<file path="config.mk">
export PLATFORM = sky130hd
export DESIGN_NAME = flash_status_host
export DESIGN_NICKNAME = d
export VERILOG_FILES = /design/src/inc/flash_host_pkg.sv /design/src/pin_sync.sv /design/src/flash_status_host.sv
export SDC_FILE = /design/constraint.sdc
export NUM_CORES = 1
export LEC_CHECK = 0
export ABC_AREA = 1
export ABC_CLOCK_PERIOD_IN_PS = 1950
export BUFFER_PORTS_ARGS = -buffer_cell sky130_fd_sc_hd__buf_2
export CORE_MARGIN = 4
export CORE_UTILIZATION = 37
export DETAILED_ROUTE_END_ITERATION = 6
export GPL_TIMING_DRIVEN = 0
export PLACE_DENSITY = 0.6
export SLEW_MARGIN = 25
export SYNTH_ARGS = -nofsm -noshare
export SYNTH_HDL_FRONTEND = slang
export SYNTH_SLANG_ARGS = --single-unit
</file>
<file path="constraint.sdc">
create_clock -name mclk -period 1.95 [get_ports mclk]
set_clock_uncertainty 0.15 [all_clocks]
set_input_delay 0.2925 -clock mclk [delete_from_list [all_inputs] [get_ports mclk]]
set_output_delay 0.2925 -clock mclk [all_outputs]
set_load 0.1 [all_outputs]
</file>
<file path="src/inc/flash_host_pkg.sv">
// Shared constants for the flash write-status host controller.
// Assumes a 100 MHz mclk and a 16-bit parallel NOR flash in word mode.
package flash_host_pkg;
    // Clock and pin timing, in ns, then in whole mclk cycles
    localparam int CLK_NS = 10;
    localparam int T_WE_LOW_NS = 50;
    localparam int T_WE_HIGH_NS = 30;
    localparam int T_RD_LOW_NS = 100;
    localparam int T_RD_HIGH_NS = 30;
    localparam int SYNC_LAT = 3; // Extra read cycles covering the input synchroniser
    localparam int N_WE_LOW = (T_WE_LOW_NS + CLK_NS - 1) / CLK_NS;
    localparam int N_WE_HIGH = (T_WE_HIGH_NS + CLK_NS - 1) / CLK_NS;
    localparam int N_RD_LOW = (T_RD_LOW_NS + CLK_NS - 1) / CLK_NS + SYNC_LAT;
    localparam int N_RD_HIGH = (T_RD_HIGH_NS + CLK_NS - 1) / CLK_NS;
    localparam int CNT_W = 5;

    // Bus widths
    localparam int ADDR_W = 20;
    localparam int DATA_W = 16;

    // Status bit positions on the data bus
    localparam int COMPLEMENT_POLL_BIT = 7;
    localparam int TOGGLE_ONE_BIT = 6;
    localparam int TIMING_LIMIT_FAIL_BIT = 5;
    localparam int ERASE_WINDOW_BIT = 3;
    localparam int SECTOR_TOGGLE_BIT = 2;

    // Command cycle addresses and codes (plain defaults, adjustable)
    localparam logic [ADDR_W-1:0] UNLOCK_ADDR_A = 20'h0_0555;
    localparam logic [ADDR_W-1:0] UNLOCK_ADDR_B = 20'h0_02aa;
    localparam logic [DATA_W-1:0] UNLOCK_CODE_A = 16'h00aa;
    localparam logic [DATA_W-1:0] UNLOCK_CODE_B = 16'h0055;
    localparam logic [DATA_W-1:0] CODE_PROGRAM = 16'h00a0;
    localparam logic [DATA_W-1:0] CODE_ERASE_SETUP = 16'h0080;
    localparam logic [DATA_W-1:0] CODE_SECTOR_ERASE = 16'h0030;
    localparam logic [DATA_W-1:0] CODE_CHIP_ERASE = 16'h0010;
    localparam logic [DATA_W-1:0] CODE_SUSPEND = 16'h00b0;
    localparam logic [DATA_W-1:0] CODE_RESUME = 16'h0030;
    localparam logic [DATA_W-1:0] CODE_RESET = 16'h00f0;

    // Operations offered on the user command port
    typedef enum logic [3:0] {
        OP_READ = 4'h0,
        OP_PROGRAM = 4'h1,
        OP_SECTOR_ERASE = 4'h2,
        OP_ADD_SECTOR = 4'h3,
        OP_CHIP_ERASE = 4'h4,
        OP_SUSPEND = 4'h5,
        OP_RESUME = 4'h6,
        OP_RESET = 4'h7,
        OP_WAIT = 4'h8
    } op_e;
endpackage

</file>
<file path="src/pin_sync.sv">
// Three-stage synchroniser for asynchronous flash pins.
// Assumes inputs arrive from outside the mclk domain.
`timescale 1ns/100ps
module pin_sync #(
    parameter int W = 1
) (
    input wire logic mclk,
    input wire logic resetn,
    input wire logic [W-1:0] d,
    output logic [W-1:0] q
);
    logic [W-1:0] s1;
    logic [W-1:0] s2;
    logic [W-1:0] s3;

    // Chain; first stage feeds only the second
    always_ff @(posedge mclk or negedge resetn) begin
        if (!resetn) begin
            s1 <= '0;
            s2 <= '0;
            s3 <= '0;
        end else begin
            s1 <= d;
            s2 <= s1;
            s3 <= s2;
        end
    end

    // Per bit, accept a change only once stages two and three agree
    always_ff @(posedge mclk or negedge resetn) begin
        if (!resetn) begin
            q <= '0;
        end else begin
            q <= (s2 & s3) | (q & (s2 ^ s3));
        end
    end
endmodule

</file>
<file path="src/flash_status_host.sv">
// Host controller that issues program/erase commands to a parallel NOR
// flash and tracks write-operation status through read polling.
// Assumes the flash pins are wired directly; dq is tri-stated outside.
// Functional notes
// - After seeing the fail bit, host rereads and writes the reset command only if the toggle bit still toggles.
// - Host may skip window checks only with sub-50 us command spacing.
// - Host confirms acceptance, checks window bit before and after each add.
// - Status reads must use a valid address within the relevant sector.
`timescale 1ns/100ps
module flash_status_host (
    input wire logic mclk,
    input wire logic resetn,
    input wire logic cmd_valid,
    output logic cmd_ready,
    input wire flash_host_pkg::op_e cmd_op,
    input wire logic [flash_host_pkg::ADDR_W-1:0] cmd_addr,
    input wire logic [flash_host_pkg::DATA_W-1:0] cmd_data,
    output logic done,
    output logic [flash_host_pkg::DATA_W-1:0] result_data,
    output logic result_fail,
    output logic result_window,
    output logic result_rejected,
    output logic flash_ready,
    output logic [flash_host_pkg::ADDR_W-1:0] flash_addr,
    input wire logic [flash_host_pkg::DATA_W-1:0] dq_in,
    output logic [flash_host_pkg::DATA_W-1:0] dq_out,
    output logic dq_oe,
    output logic ce_n,
    output logic oe_n,
    output logic we_n,
    input wire logic ready_busy_out
);
    typedef enum logic [3:0] {
        S_IDLE = 4'h0,
        S_PRECHK = 4'h1,
        S_WRITE = 4'h2,
        S_POLL_A = 4'h3,
        S_POLL_B = 4'h4,
        S_RECHK_A = 4'h5,
        S_RECHK_B = 4'h6,
        S_CONFIRM_A = 4'h7,
        S_CONFIRM_B = 4'h8,
        S_RESET_WR = 4'h9,
        S_READ = 4'ha,
        S_DONE = 4'hb
    } state_e;

    localparam logic [flash_host_pkg::CNT_W-1:0] WE_LOW_LAST =
        flash_host_pkg::CNT_W'(flash_host_pkg::N_WE_LOW - 1);
    localparam logic [flash_host_pkg::CNT_W-1:0] WE_HIGH_LAST =
        flash_host_pkg::CNT_W'(flash_host_pkg::N_WE_HIGH - 1);
    localparam logic [flash_host_pkg::CNT_W-1:0] RD_LOW_LAST =
        flash_host_pkg::CNT_W'(flash_host_pkg::N_RD_LOW - 1);
    localparam logic [flash_host_pkg::CNT_W-1:0] RD_HIGH_LAST =
        flash_host_pkg::CNT_W'(flash_host_pkg::N_RD_HIGH - 1);

    state_e state;
    flash_host_pkg::op_e op;
    logic [flash_host_pkg::ADDR_W-1:0] op_addr;
    logic [flash_host_pkg::DATA_W-1:0] op_data;
    logic [2:0] step;
    logic [2:0] last_step;
    logic prev_toggle;
    logic bus_act;
    logic bus_wr;
    logic bus_high;
    logic [flash_host_pkg::CNT_W-1:0] bus_cnt;
    logic [flash_host_pkg::DATA_W-1:0] bus_rdata;
    logic bus_done;
    logic bus_need;
    logic bus_req;
    logic need_wr;
    logic [flash_host_pkg::ADDR_W-1:0] req_addr;
    logic [flash_host_pkg::DATA_W-1:0] req_data;
    logic [flash_host_pkg::DATA_W-1:0] dq_sync;
    logic toggled;
    logic reset_sent;
    logic win_low_seen;

    // Pins from the flash are asynchronous to mclk
    pin_sync #(.W(flash_host_pkg::DATA_W)) dq_sync_i (
        .mclk(mclk),
        .resetn(resetn),
        .d(dq_in),
        .q(dq_sync)
    );
    pin_sync #(.W(1)) rb_sync_i (
        .mclk(mclk),
        .resetn(resetn),
        .d(ready_busy_out),
        .q(flash_ready)
    );

    assign cmd_ready = (state == S_IDLE);
    assign done = (state == S_DONE);
    assign toggled = bus_rdata[flash_host_pkg::TOGGLE_ONE_BIT] ^ prev_toggle;

    // Number of write cycles for each command sequence, less one
    always_comb begin
        unique case (op)
            flash_host_pkg::OP_PROGRAM: last_step = 3'h3;
            flash_host_pkg::OP_SECTOR_ERASE: last_step = 3'h5;
            flash_host_pkg::OP_CHIP_ERASE: last_step = 3'h5;
            default: last_step = 3'h0;
        endcase
    end

    // Address and data of the current bus cycle
    always_comb begin
        need_wr = (state == S_WRITE) || (state == S_RESET_WR);
        bus_need = (state != S_IDLE) && (state != S_DONE);
        req_addr = op_addr; // Status reads use the target sector address
        req_data = flash_host_pkg::CODE_RESET;
        if (state == S_WRITE) begin
            unique case (step)
                3'h0, 3'h3: begin
                    req_addr = flash_host_pkg::UNLOCK_ADDR_A;
                    req_data = flash_host_pkg::UNLOCK_CODE_A;
                end
                3'h1, 3'h4: begin
                    req_addr = flash_host_pkg::UNLOCK_ADDR_B;
                    req_data = flash_host_pkg::UNLOCK_CODE_B;
                end
                3'h2: begin
                    req_addr = flash_host_pkg::UNLOCK_ADDR_A;
                    req_data = (op == flash_host_pkg::OP_PROGRAM) ?
                        flash_host_pkg::CODE_PROGRAM : flash_host_pkg::CODE_ERASE_SETUP;
                end
                default: begin
                    req_addr = op_addr;
                    req_data = flash_host_pkg::CODE_SECTOR_ERASE;
                end
            endcase
            // Chip erase ends on the unlock address; no window follows
            if (step == last_step) begin
                req_addr = op_addr; // Last cycle goes to the target word or sector
                unique case (op)
                    flash_host_pkg::OP_PROGRAM: req_data = op_data;
                    flash_host_pkg::OP_CHIP_ERASE: begin
                        req_addr = flash_host_pkg::UNLOCK_ADDR_A;
                        req_data = flash_host_pkg::CODE_CHIP_ERASE;
                    end
                    flash_host_pkg::OP_SUSPEND: req_data = flash_host_pkg::CODE_SUSPEND;
                    flash_host_pkg::OP_RESUME: req_data = flash_host_pkg::CODE_RESUME;
                    flash_host_pkg::OP_RESET: req_data = flash_host_pkg::CODE_RESET;
                    default: req_data = flash_host_pkg::CODE_SECTOR_ERASE;
                endcase
            end
        end
    end

    assign bus_req = bus_need && !bus_act;
    assign bus_done = bus_act && bus_high &&
        (bus_cnt == (bus_wr ? WE_HIGH_LAST : RD_HIGH_LAST));

    // Pin cycle engine; strobes come straight from flops to avoid glitches
    always_ff @(posedge mclk or negedge resetn) begin
        if (!resetn) begin
            bus_act <= 1'b0;
            bus_wr <= 1'b0;
            bus_high <= 1'b0;
            bus_cnt <= '0;
            bus_rdata <= '0;
            flash_addr <= '0;
            dq_out <= '0;
            dq_oe <= 1'b0;
            ce_n <= 1'b1;
            oe_n <= 1'b1;
            we_n <= 1'b1;
        end else if (bus_req) begin
            bus_act <= 1'b1;
            bus_wr <= need_wr;
            bus_high <= 1'b0;
            bus_cnt <= '0;
            flash_addr <= req_addr;
            dq_out <= req_data;
            dq_oe <= need_wr;
            ce_n <= 1'b0;
            oe_n <= need_wr;
            we_n <= !need_wr;
        end else if (bus_act && !bus_high) begin
            if (bus_cnt == (bus_wr ? WE_LOW_LAST : RD_LOW_LAST)) begin
                bus_high <= 1'b1;
                bus_cnt <= '0;
                oe_n <= 1'b1;
                we_n <= 1'b1;
                if (!bus_wr) begin
                    bus_rdata <= dq_sync; // Sampled after the sync latency has passed
                end
            end else begin
                bus_cnt <= bus_cnt + 1'b1;
            end
        end else if (bus_done) begin
            bus_act <= 1'b0;
            ce_n <= 1'b1;
            dq_oe <= 1'b0;
        end else if (bus_act) begin
            bus_cnt <= bus_cnt + 1'b1;
        end
    end

    // Operation sequencer
    always_ff @(posedge mclk or negedge resetn) begin
        if (!resetn) begin
            state <= S_IDLE;
            op <= flash_host_pkg::OP_READ;
            op_addr <= '0;
            op_data <= '0;
            step <= '0;
            prev_toggle <= 1'b0;
        end else begin
            unique case (state)
                S_IDLE: begin
                    step <= '0;
                    if (cmd_valid) begin
                        op <= cmd_op;
                        op_addr <= cmd_addr;
                        op_data <= cmd_data;
                        unique case (cmd_op)
                            flash_host_pkg::OP_ADD_SECTOR: state <= S_PRECHK;
                            flash_host_pkg::OP_READ: state <= S_READ;
                            flash_host_pkg::OP_WAIT: state <= S_POLL_A;
                            default: state <= S_WRITE;
                        endcase
                    end
                end
                S_PRECHK: begin
                    // Window already closed: erase runs, the add would be ignored
                    if (bus_done) begin
                        state <= bus_rdata[flash_host_pkg::ERASE_WINDOW_BIT] ? S_DONE : S_WRITE;
                    end
                end
                S_WRITE: begin
                    if (bus_done) begin
                        step <= step + 1'b1;
                        if (step == last_step) begin
                            unique case (op)
                                flash_host_pkg::OP_PROGRAM,
                                flash_host_pkg::OP_CHIP_ERASE,
                                flash_host_pkg::OP_SUSPEND: state <= S_POLL_A;
                                flash_host_pkg::OP_SECTOR_ERASE,
                                flash_host_pkg::OP_ADD_SECTOR: state <= S_CONFIRM_A;
                                default: state <= S_DONE;
                            endcase
                        end
                    end
                end
                S_POLL_A, S_RECHK_A, S_CONFIRM_A: begin
                    if (bus_done) begin
                        prev_toggle <= bus_rdata[flash_host_pkg::TOGGLE_ONE_BIT];
                        state <= state_e'(state + 4'h1);
                    end
                end
                S_POLL_B: begin
                    // Toggle stopped means done; fail bit forces one recheck
                    if (bus_done) begin
                        if (!toggled) begin
                            state <= S_DONE;
                        end else if (bus_rdata[flash_host_pkg::TIMING_LIMIT_FAIL_BIT]) begin
                            state <= S_RECHK_A;
                        end else begin
                            state <= S_POLL_A;
                        end
                    end
                end
                S_RECHK_B: begin
                    if (bus_done) begin
                        state <= toggled ? S_RESET_WR : S_DONE;
                    end
                end
                S_CONFIRM_B, S_READ: begin
                    if (bus_done) begin
                        state <= S_DONE;
                    end
                end
                S_RESET_WR: begin
                    if (bus_done) begin
                        state <= S_DONE; // Reset command returns the flash to array reads
                    end
                end
                S_DONE: state <= S_IDLE;
                default: state <= S_IDLE;
            endcase
        end
    end

    // Results; flags cleared at the start of each operation, result_data kept until the next read
    always_ff @(posedge mclk or negedge resetn) begin
        if (!resetn) begin
            result_data <= '0;
            result_fail <= 1'b0;
            result_window <= 1'b0;
            result_rejected <= 1'b0;
        end else if (state == S_IDLE && cmd_valid) begin
            result_fail <= 1'b0;
            result_window <= 1'b0;
            result_rejected <= 1'b0;
        end else if (bus_done && !bus_wr) begin
            result_data <= bus_rdata;
            if (state == S_RECHK_B && toggled) begin
                result_fail <= 1'b1;
            end
            if (state == S_PRECHK || state == S_CONFIRM_B) begin
                // High after the add means it may have been refused
                result_window <= bus_rdata[flash_host_pkg::ERASE_WINDOW_BIT];
                result_rejected <= (op == flash_host_pkg::OP_ADD_SECTOR) &&
                    bus_rdata[flash_host_pkg::ERASE_WINDOW_BIT];
            end
        end
    end

    // Helper state for the checks below
    always_ff @(posedge mclk or negedge resetn) begin
        if (!resetn) begin
            reset_sent <= 1'b0;
            win_low_seen <= 1'b0;
        end else if (state == S_IDLE) begin
            reset_sent <= 1'b0;
            win_low_seen <= 1'b0;
        end else begin
            if (state == S_RESET_WR && bus_done) begin
                reset_sent <= 1'b1;
            end
            if (state == S_PRECHK && bus_done && !bus_rdata[flash_host_pkg::ERASE_WINDOW_BIT]) begin
                win_low_seen <= 1'b1;
            end
        end
    end
endmodule

</file>
======== Word-level counts from Yosys, hierarchy flattened ========
Index checks and enable logic that the tools add are counted.
word-level totals
  output and inout bits ................... 62
  flip-flop bits (word level) ............. 199
  input bits .............................. 60
  logic and storage cells ................. 181
cells by class
  reductions and logical operators ........ 46
  mux-type cells .......................... 54
  add/subtract/negate cells ............... 3
  bitwise gates (word level) .............. 12
  eq/ne operators ......................... 37
operator list
  kind                number
  $pmux 16 s4         1
  $mux 20             3
  $mux 4              11
  $pmux 20 s2         1
  $and 16x16->16      2
  $mux 16             2
  $eq 4x3->1 const B  7
  $pmux 4 s7          1
  $mux 5              5
  $pmux 8 s3          1
  $mux 1              21
  $eq 4x2->1 const B  5
  $eq 4x4->1 const B  5
  $reduce_and 2->1    9
  $or 16x16->16       1
  $xor 16x16->16      1
  $ne 2x2->1 const B  7
  $reduce_bool 2->1   7
  $pmux 3 s2          2
  $pmux 4 s3          1
  $reduce_or 3->1     4
  $logic_and 1x1->1   9
  $eq 4x1->1 const B  2
  $logic_not 4->1     2
  other kinds (28)    42

======== Depth between registers and ports, before layout ========
Gate-level depths: netlist (run 1).
  depth in word-level cells ............... 7
  gate-level depth with buffers ........... 14
  mapped depth without buffers ............ 14

======== Modules after synthesis ========
A second synthesis (run 1) with hierarchy kept.
second synthesis, totals
  cell total of the unflattened synthesis .. 860
  area total of the unflattened synthesis .. 8205.4 µm²
modules (own cells, without submodules)
  module                area an instance (µm²)  cells an instance  sequential area each (µm²)  instances
  flash_status_host     6099.6                  724                3281.9                      1
  pin_sync (dq_sync_i)  1981.9                  128                1601.5                      1
  pin_sync (rb_sync_i)  123.9                   8                  100.1                       1

======== Worst setup path before layout (run 1) ========
Ideal clock, no wire load.
  path kind ............................... reg-to-reg
  start ................................... register state[0]
  end ..................................... register result_data[15] in the netlist's numbering
  stages on the path, launching flop included .. 12
  library setup time ...................... 0.076 ns
  slack ................................... -0.594 ns
  buffers on the path ..................... 1
  arrival time ............................ 2.318 ns
  cell sequence ........................... dfrtp_1 inv_1 ha_1 nand2_1 inv_1 nand2_1 inv_2 nor2_2 inv_2 buf_2 nand2_1 o21ai_1
between the ends
  cells in the longest elaborated chain, start to end .. 4
ends and longest elaborated chain
  element                     line                      RTL
  start, declared             flash_status_host.sv:57   state_e state;
  start signal, assigned      flash_status_host.sv:230  state <= bus_rdata[flash_host_pkg::ERASE_WINDOW_BIT] ? S_DONE : S_WRITE;
  start signal, assigned      flash_status_host.sv:251  state <= state_e'(state + 4'h1);
  start signal, assigned      flash_status_host.sv:268  state <= toggled ? S_RESET_WR : S_DONE;
  $logic_not 4->1             --
  named net cmd_ready         flash_status_host.sv:14   output logic cmd_ready,
  $logic_and 1x1->1           flash_status_host.sv:294  end else if (state == S_IDLE && cmd_valid) begin
  $not 1->1 (no line)         --
  $reduce_and 2->1 (no line)  --
  end signal, assigned        flash_status_host.sv:299  result_data <= bus_rdata;
  end, declared               flash_status_host.sv:19   output logic [flash_host_pkg::DATA_W-1:0] result_data,
The timed path passes the listed nets, and every way through them passes these cells.
A chain may end at the register's enable or synchronous reset.

======== Worst setup path in the final report (run 1) ========
  start ................................... register state[0]
  end ..................................... output cmd_ready
between the ends
  cells in the longest elaborated chain, start to end .. 1
ends and longest elaborated chain
  element          line                     RTL
  $logic_not 4->1  flash_status_host.sv:94  assign cmd_ready = (state == S_IDLE);
  end, declared    flash_status_host.sv:14
No other way between the ends.

==> results of run 1 <==
==> power by group <==
group / switching, mW / total (mW) / leakage, nW / internal, mW
Sequential: 0.734 / 6.13 / 2.43 / 5.40
Clock: 1.98 / 3.82 / 0.317 / 1.84
Combinational: 7.56 / 10.7 / 3.04 / 3.17
Total: 10.3 / 20.7 / 5.79 / 10.4
==> flip-flops by register name, indices dropped and copies added (netlist names), 3 cells and up <==
| signal | flops |
|---|---|
| flash_addr | 20 |
| op_addr | 20 |
| bus_rdata | 16 |
| dq_out | 16 |
| dq_sync_i.q | 16 |
| dq_sync_i.s1 | 16 |
| dq_sync_i.s2 | 16 |
| dq_sync_i.s3 | 16 |
| op_data | 16 |
| result_data | 16 |
| bus_cnt | 5 |
| op | 4 |
| state | 4 |
| step | 3 |
==> worst paths after layout <==
check	startpoint	to	slack, ns	cells after the start
setup / recovery	state[0]	cmd_ready	-0.09	5
hold / removal	cmd_op[1]	op[1]	0.03	3
setup reg to reg	state[0]	state[2]	-0.05	12
hold reg to reg	dq_sync_i.s1[2]	dq_sync_i.s2[2]	0.20	0
max in group asynchronous	resetn	state[0]	0.33	4
min in group asynchronous	resetn	dq_sync_i.s1[11]	0.20	2
==> critical path: stages, from the launching register on <==
cell and delay (ns):
dfrtp_2 0.43, inv_2 0.08, ha_4 0.18, nand2_4 0.10, clkinvlp_4 0.17, buf_12 0.21
==> final cells by class <==
type                       instances  area, sq um  area share (%)
tap                              280          350            3.07
clock inverter                    15          230            2.02
clock buffer                      17          425            3.73
buffer                            24          206            1.81
multi-input combinational        539         3240            28.4
inverter                          69          290            2.54
timing repair buffer             228         1680            14.7
sequential                       199         4990            43.7
==> timing repair <==
action,in CTS,in global routing
buffers inserted,20,28
hold buffers,55,0
pin swaps,18,36
setup endpoints to repair,119,118
resized for setup,57,96
gates cloned,1,3
endpoints found under the hold margin,108,0
==> per-stage QoR <==
step                      utilization [%]  hold WS, ns  setup WS [ns]  instance area, sq um  TNS (ns)
after floorplan                         -       -0.153         -0.247                  8310     -9.87
after global placement               42.3        0.181          -2.99                  9270   -609.64
after detailed placement             42.6       0.0943         -0.423                  9330    -24.32
after CTS                            49.5      0.00412        -0.0655                 10800     -1.16
after global routing                 52.1       0.0271         -0.164                 11400     -4.02
final                                52.1       0.0266        -0.0945                 11400    -0.245
==> metal layers <==
metal | part of all wire, % | routed length, microns
met1 | 46 | 9360
met2 | 47 | 9580
met3 | 5.2 | 1050
met4 | 1.2 | 240
met5 | 0.099 | 20
==> placed cells by master (no fill, tap or decap), drive strengths merged <==
cell	instances
nand2	291
dfrtp	196
buf	189
o21ai	83
inv	77
dlygate4sd3	55
nand3	32
nor2	32
ha	29
clkbuf	25
a21oi	20
a21o	17
mux2	12
nand4	9
clkinv	6
dfstp	3
o22ai	3
o211ai	2
nor3	2
clkinvlp	1
xor2	1
o2111ai	1
xnor2	1
a41oi	1
o31ai	1
nand3b	1
o311ai	1
==> cells by family after synthesis <==
kind of cell | after synthesis | share of synthesized area (%)
and+or+nand+nor | 365 | 19.5
DFF | 199 | 60.4
AOI/OAI and AO/OA | 129 | 9.07
buffers and inverters | 93 | 4.76
adders and majority gates | 29 | 4.40
muxes | 12 | 1.64
xor gates and xnor gates | 2 | 0.212
==> flow_summary.ini, run 1 <==
[synthesis]
netlist_area_sq_um = 8250
synthTopCellsByCount = nand2_1, dfrtp_1, inv_1
ys.flop_type = dfrtp_1
synthMostInstantiatedCell = nand2_1
async_flop_share_pct = 100
synth-seq-cells = 199
synth_cell_type_count = 41
yosys_warnings = 0
seq_area_frac_synth_pct = 60.4
synth_edf_count = 0
syn_nets = 918
synth_top_area_share_pct = 59.5
synth_area_per_cell_sq_um = 9.95
yosysTopAreaCell = dfrtp_1
synth_area_leaders = dfrtp_1, nand2_1, ha_1
synth_cells = 829

[routing]
wl_per_cell_microns = 14.8
drt-total-wl_microns = 20200
drt_iter0_drc = 378
ant_nets = 0
num_vias = 6381
drt-vias-per-instance = 4.65
drt_pass1_iterations = 5
drc_errors = 0

[clocking]
root_buffer = clkbuf_16
cts_buffers = 17
clk_latency_ns = 0.44
clk_path_buf_depth = 2
cts_tree = done
cts.sinks = 199
clkSlewWorstSetupHoldPaths_ns = 0.08
cts_max_level = 4

[global_route]
overflow = 0
use_met2_pct = 25.1
use_met1_pct = 22.7
grt_pass1_wl_microns = 31900
grt_busiest_layer = met2
grt_pass1_vias = 6158
grt_max_degree = 92
gr-usage-met3_pct = 5.03
antenna_found_initial = 2
gr-usage-all-layers_pct = 16.3

[worst_hold_path]
hold_class = input port to register

[critical_path]
crit_type = register to output pin
worstPathMaxFanout = 4
endpoint_kind = output pin
start_kind = register
cp.arrival_ns = 1.60
worst_ep_required_time_ns = 1.51

[floorplan]
start_util_pct = 37.7
die_x_microns = 157
core_sq_um = 21900
die_area_sq_um = 24700
io-pin-count = 122
placementRows = 54
die_h_microns = 157

[sta]
rsz0062_at_grt = yes
fmax_ghz = 0.489
tightest_slew_ns = 0.510
min_period_ns = 2.04
layout_setup_ws_ns = -0.0945
drv_slew = 0
slew_headroom_pct = 66.2
fin_crit_sh_pct = 105
setup_violations = 11
hold_violations = 0

[layout]
drive_gt1_share_pct = 33.5
nNetsFinal = 1167
diodes = 0
fin_cells = 1371
area_growth_pct = 38.4
nFillCells = 1987

[place]
gp_congestion = 0.896
dp.cells = 1232
io_buffers = 121
dpl.hpwl_microns = 12900

[pwr]
power_density_nw_per_um2 = 1810
ir_drop_v = 0.00105
p_leak_nw = 5.79
power_mw = 20.7

[status]
violations = setup timing
status = complete, but fails checks

[flow_run]
maxCapViolations = 0
Power figures use the tool's default switching activity.
==> inputs of run 2 (changes only) <==
GPL_TIMING_DRIVEN = default   (was 0)
==> run 2 against run 1 <==
Net effect: the run still ends with setup timing left; design area grew 1.4%; critical path type unchanged; highest routed layer unchanged; sequential share of layout area fell by 0.62 points; non-clock buffer count increased by 5; critical path depth is the same; total power grew 0.28%; clock-buffer cell count unchanged; via count barely moved; clock power is 1% lower; cell count rose by 0.51%.
==> flow_summary.ini, run 2 (same netlist as run 1, synthesis figures left out) <==
[sta]
tns_ns = -0.0269
fmax_ghz = 0.509
setup_violations = 3
hold_violations = 0
layout_setup_ws_ns = -0.0147
drv_slew = 0
tightest_slew_ns = 0.502
fin_crit_sh_pct = 101
min_period_ns = 1.96
slew_headroom_pct = 66.3
rsz0062_at_grt = yes

[layout]
design_area_sq_um = 11600
ff_latch_area_sq_um = 4990
drive_gt1_share_pct = 35.4
nNetsFinal = 1172
nFillCells = 1990
area_growth_pct = 40.4
layout_commonest_cell = nand2_1
fin_cells = 1378
multi_input_area_sq_um = 3300
reg_top3 = flash_addr (20), op_addr (20)
layout.cells.most_common_list = nand2_1, dfrtp_1, buf_2, buf_4, dlygate4sd3_1

[global_route]
grt_max_degree = 59
antenna_found_initial = 2
grt_pass1_vias = 6546
grt_pass1_wl_microns = 32100
gr-usage-all-layers_pct = 16.1
overflow = 0

[critical_path]
worst_ep_required_time_ns = 1.51
crit_type = register to output pin
worstPathMaxFanout = 3
cp.arrival_ns = 1.52
start_kind = register
endpoint_kind = output pin

[routing]
ant_nets = 0
drc_errors = 0
drt-vias-per-instance = 4.63
drt-total-wl_microns = 19800
drt_pass1_iterations = 4
num_vias = 6384
wl_per_cell_microns = 14.3
drt_iter0_drc = 243

[pwr]
switching_share_pct = 49.4
p_leak_nw = 5.84
p_sw_mw = 10.2
combPwrFrac_pct = 52.3
power_density_nw_per_um2 = 1790
internal_power_mw = 10.5
pwr-share-clk_pct = 18.2
power_mw = 20.7
seqPwrFrac_pct = 29.5
ir_drop_v = 0.00107

[floorplan]
core_sq_um = 21900
placementRows = 54
io-pin-count = 122
die_x_microns = 157
die_area_sq_um = 24700
start_util_pct = 37.7
die_h_microns = 157

[clocking]
root_buffer = clkbuf_16
cts.sinks = 199
cts_tree = done
clk_path_buf_depth = 2
cts_buffers = 17
cts_max_level = 4
clkSlewWorstSetupHoldPaths_ns = 0.08
clk_latency_ns = 0.44

[place]
dpl.hpwl_microns = 12600
pre_cts_ws_ns = -0.0390
io_buffers = 121
dp.cells = 1265
dpl_cell_area_sq_um = 9690
gp_congestion = 0.879

[status]
violations = setup timing
status = complete, but fails checks

[flow_run]
maxCapViolations = 0

[worst_hold_path]
hold_class = input port to register
-- run 2: critical path, stage by stage, from the launching register on --
cell,delay [ns]
dfrtp_1,0.46
nor2_4,0.20
nand2_4,0.08
clkinvlp_4,0.08
buf_6,0.11
buf_12,0.17
-- run 2: metal layers --
| metal | vias up | wire, microns | global-route usage (%) |
|---|---|---|---|
| met5 | - | 7 | 0 |
| met2 | 119 | 9420 | 26.4 |
| met3 | 19 | 1050 | 4.07 |
| li1 | 3183 | - | - |
| met1 | 3061 | 9010 | 21.7 |
| met4 | 2 | 265 | 4.22 |
-- run 2: repair_timing --
action	in CTS	in global routing
hold endpoints to repair	93	0
pin swaps	6	42
gates cloned	0	3
endpoints found under the setup margin	20	72
gates resized for setup	16	126
setup buffers	9	14
hold buffers	54	0
-- run 2: per-stage QoR --
step / hold slack [ns] / util, %
2_1_floorplan: -0.153 / -
3_3_place_gp: 0.137 / 44.3
3_5_place_dp: 0.139 / 44.3
4_1_cts: 0.00809 / 50.2
5_1_grt: 0.0439 / 52.9
6_report: 0.0177 / 52.9
-- run 2: worst paths after layout --
kind / from / end / slack, ns / cells past startpoint
min in group asynchronous: resetn / bus_rdata[11] / 0.24 / 2
max: state[2] / cmd_ready / -0.01 / 5
min reg2reg: dq_sync_i.s1[2] / dq_sync_i.s2[2] / 0.20 / 0
max in group asynchronous: resetn / we_n / 0.84 / 3
max reg2reg: state[1] / flash_addr[14] / -0.01 / 9
min: cmd_op[1] / op[1] / 0.02 / 3
-- run 2: power by group through the flow --
stage	clock network [mW]	logic [mW]	registers (mW)
3_3_place_gp	0	9.38	6.08
3_5_place_dp	0	9.46	6.11
4_1_cts	3.87	9.81	6.04
2_1_floorplan	0	3.96	9.29
6_report	3.78	10.8	6.12
5_1_grt	4.06	11.7	6.28
-- run 2: area by class of cell --
| type | count | share of cell area (%) |
|---|---|---|
| well taps | 280 | 3.03 |
| multi-input cells | 538 | 28.5 |
| diodes | 2 | 0.0432 |
| flip-flops and latches | 199 | 43.1 |
| inverters | 69 | 2.56 |
| clock inverters | 15 | 1.93 |
| repair inverters | 1 | 0.0757 |
| repair buffers | 257 | 17.1 |
| clock buffers | 17 | 3.67 |
==> inputs of run 3 (changes only) <==
CELL_PAD_IN_SITES_DETAIL_PLACEMENT = 0   (was default)
CELL_PAD_IN_SITES_GLOBAL_PLACEMENT = 1   (was default)
PLACE_DENSITY = 0.73   (was 0.6)
==> run 3 against run 2 <==
Net effect: the run now ends clean; cell count is 0.15% lower; total power is 2.1% lower; die area stayed put; non-clock buffer count is 2 higher; register-to-register slack better by 0.02 ns; clock-buffer cell count stayed put; critical path type unchanged; largest cell class unchanged; largest power group unchanged.
==> flow_summary.ini, run 3 (same netlist as run 1, synthesis figures left out) <==
[critical_path]
worst_ep_required_time_ns = 1.51
crit_type = register to output pin
start_kind = register
cp.arrival_ns = 1.50
endpoint_kind = output pin
worstPathMaxFanout = 4

[place]
gp_congestion = 0.821
io_buffers = 121
dpl.hpwl_microns = 12700
dpl_cell_area_sq_um = 9700
dp.cells = 1262

[layout]
diodes = 0
fin_cells = 1376
design_area_sq_um = 11400
nFillCells = 2048
nNetsFinal = 1172
post-route-util_pct = 51.9
layout_commonest_cell = nand2_1
reg_top3 = flash_addr (20), op_addr (20)
area_growth_pct = 37.9
drive_gt1_share_pct = 32.7
layout.cells.most_common_list = nand2_1, dfrtp_1, buf_2, buf_4, dlygate4sd3_1

[floorplan]
core_sq_um = 21900
die_x_microns = 157
die_h_microns = 157
die_area_sq_um = 24700
placementRows = 54
start_util_pct = 37.7
io-pin-count = 122

[pwr]
p_leak_nw = 5.79
ir_drop_v = 0.000833
power_density_nw_per_um2 = 1790
power_mw = 20.3

[sta]
min_period_ns = 1.94
rsz0062_at_grt = yes
tightest_slew_ns = 0.528
fin_crit_sh_pct = 99.7
slew_headroom_pct = 65.0
fmax_ghz = 0.515
hold_violations = 0
tns_ns = 0
drv_slew = 0
setup_violations = 0

[routing]
num_vias = 6302
drt-total-wl_microns = 19000
drt-vias-per-instance = 4.58
drt_iter0_drc = 312
ant_nets = 0
drt_pass1_iterations = 4
drc_errors = 0
wl_per_cell_microns = 13.8

[clocking]
clk_path_buf_depth = 2
cts_buffers = 17
clk_latency_ns = 0.44
cts.sinks = 199
clkSlewWorstSetupHoldPaths_ns = 0.08
cts_tree = done
cts_max_level = 4
root_buffer = clkbuf_16

[global_route]
grt_pass1_wl_microns = 31200
overflow = 0
grt_max_degree = 63
gr-usage-all-layers_pct = 15.7
antenna_found_initial = 0
grt_pass1_vias = 6312

[worst_hold_path]
hold_class = input port to register

[status]
status = finished clean

[flow_run]
maxCapViolations = 0
run 3: cell types whose count changed in the layout (fill, tap and decap cells not counted), sizes merged:
cell,before,now
buf,201,203
inv,79,76
clkinv,5,7
nand2,290,289
diode,2,0
run 3: metal layers:
| layer | track usage, % | up-vias | share of wire, % |
|---|---|---|---|
| met2 | 24.8 | 83 | 48 |
| li1 | - | 3180 | - |
| met1 | 21.7 | 3027 | 47 |
| met3 | 4.15 | 12 | 4.3 |
| met4 | 4.06 | 0 | 1.1 |
| met5 | 0 | - | 0 |
run 3: worst paths after layout:
| check | startpoint | end | slack (ns) | cells after the start |
|---|---|---|---|---|
| worst max-delay path | state[0] | cmd_ready | 0.007 | 5 |
| worst min-delay path | cmd_op[3] | op[3] | 0.02 | 3 |
| worst max register to register | state[1] | state[2] | 0.007 | 13 |
| worst min register to register | dq_sync_i.s1[5] | dq_sync_i.s2[5] | 0.20 | 0 |
| max in group asynchronous | resetn | result_data[12] | 0.81 | 3 |
| min in group asynchronous | resetn | op_data[13] | 0.18 | 2 |
run 3: critical path: stages (launching register included):
cell	delay (ns)
dfrtp_2	0.43
inv_2	0.07
ha_4	0.17
nand2_4	0.09
clkinvlp_4	0.12
buf_12	0.18
run 3: what timing repair did:
action / CTS / global route
pin swaps: 7 / 27
endpoints found under the setup margin: 40 / 72
setup buffers: 11 / 17
endpoints found under the hold margin: 125 / 0
hold buffers: 54 / 0
gates resized for setup: 11 / 82
gates cloned: 0 / 1
run 3: stage by stage:
step	hold WS, ns	worst slack [ns]
after detailed placement	0.0968	-0.0688
after global routing	0.0229	-0.0774
final	0.0178	0.00673
after CTS	0.00350	-0.0327
after floorplan	-0.153	-0.247
after global placement	0.0968	-0.0493
run 3: final cells by class:
class | count | area, sq um | area share (%)
flip-flops and latches | 199 | 4990 | 43.9
multi-input cells | 537 | 3150 | 27.7
repair buffers | 259 | 1990 | 17.5
clock buffers | 17 | 425 | 3.74
well taps | 280 | 350 | 3.08
inverters | 69 | 280 | 2.46
clock inverters | 15 | 189 | 1.66
run 3: power by group:
part / total [mW] / switching, mW / internal, mW
clock: 3.56 / 1.80 / 1.76
combinational: 10.7 / 7.39 / 3.27
sequential: 6.08 / 0.685 / 5.40
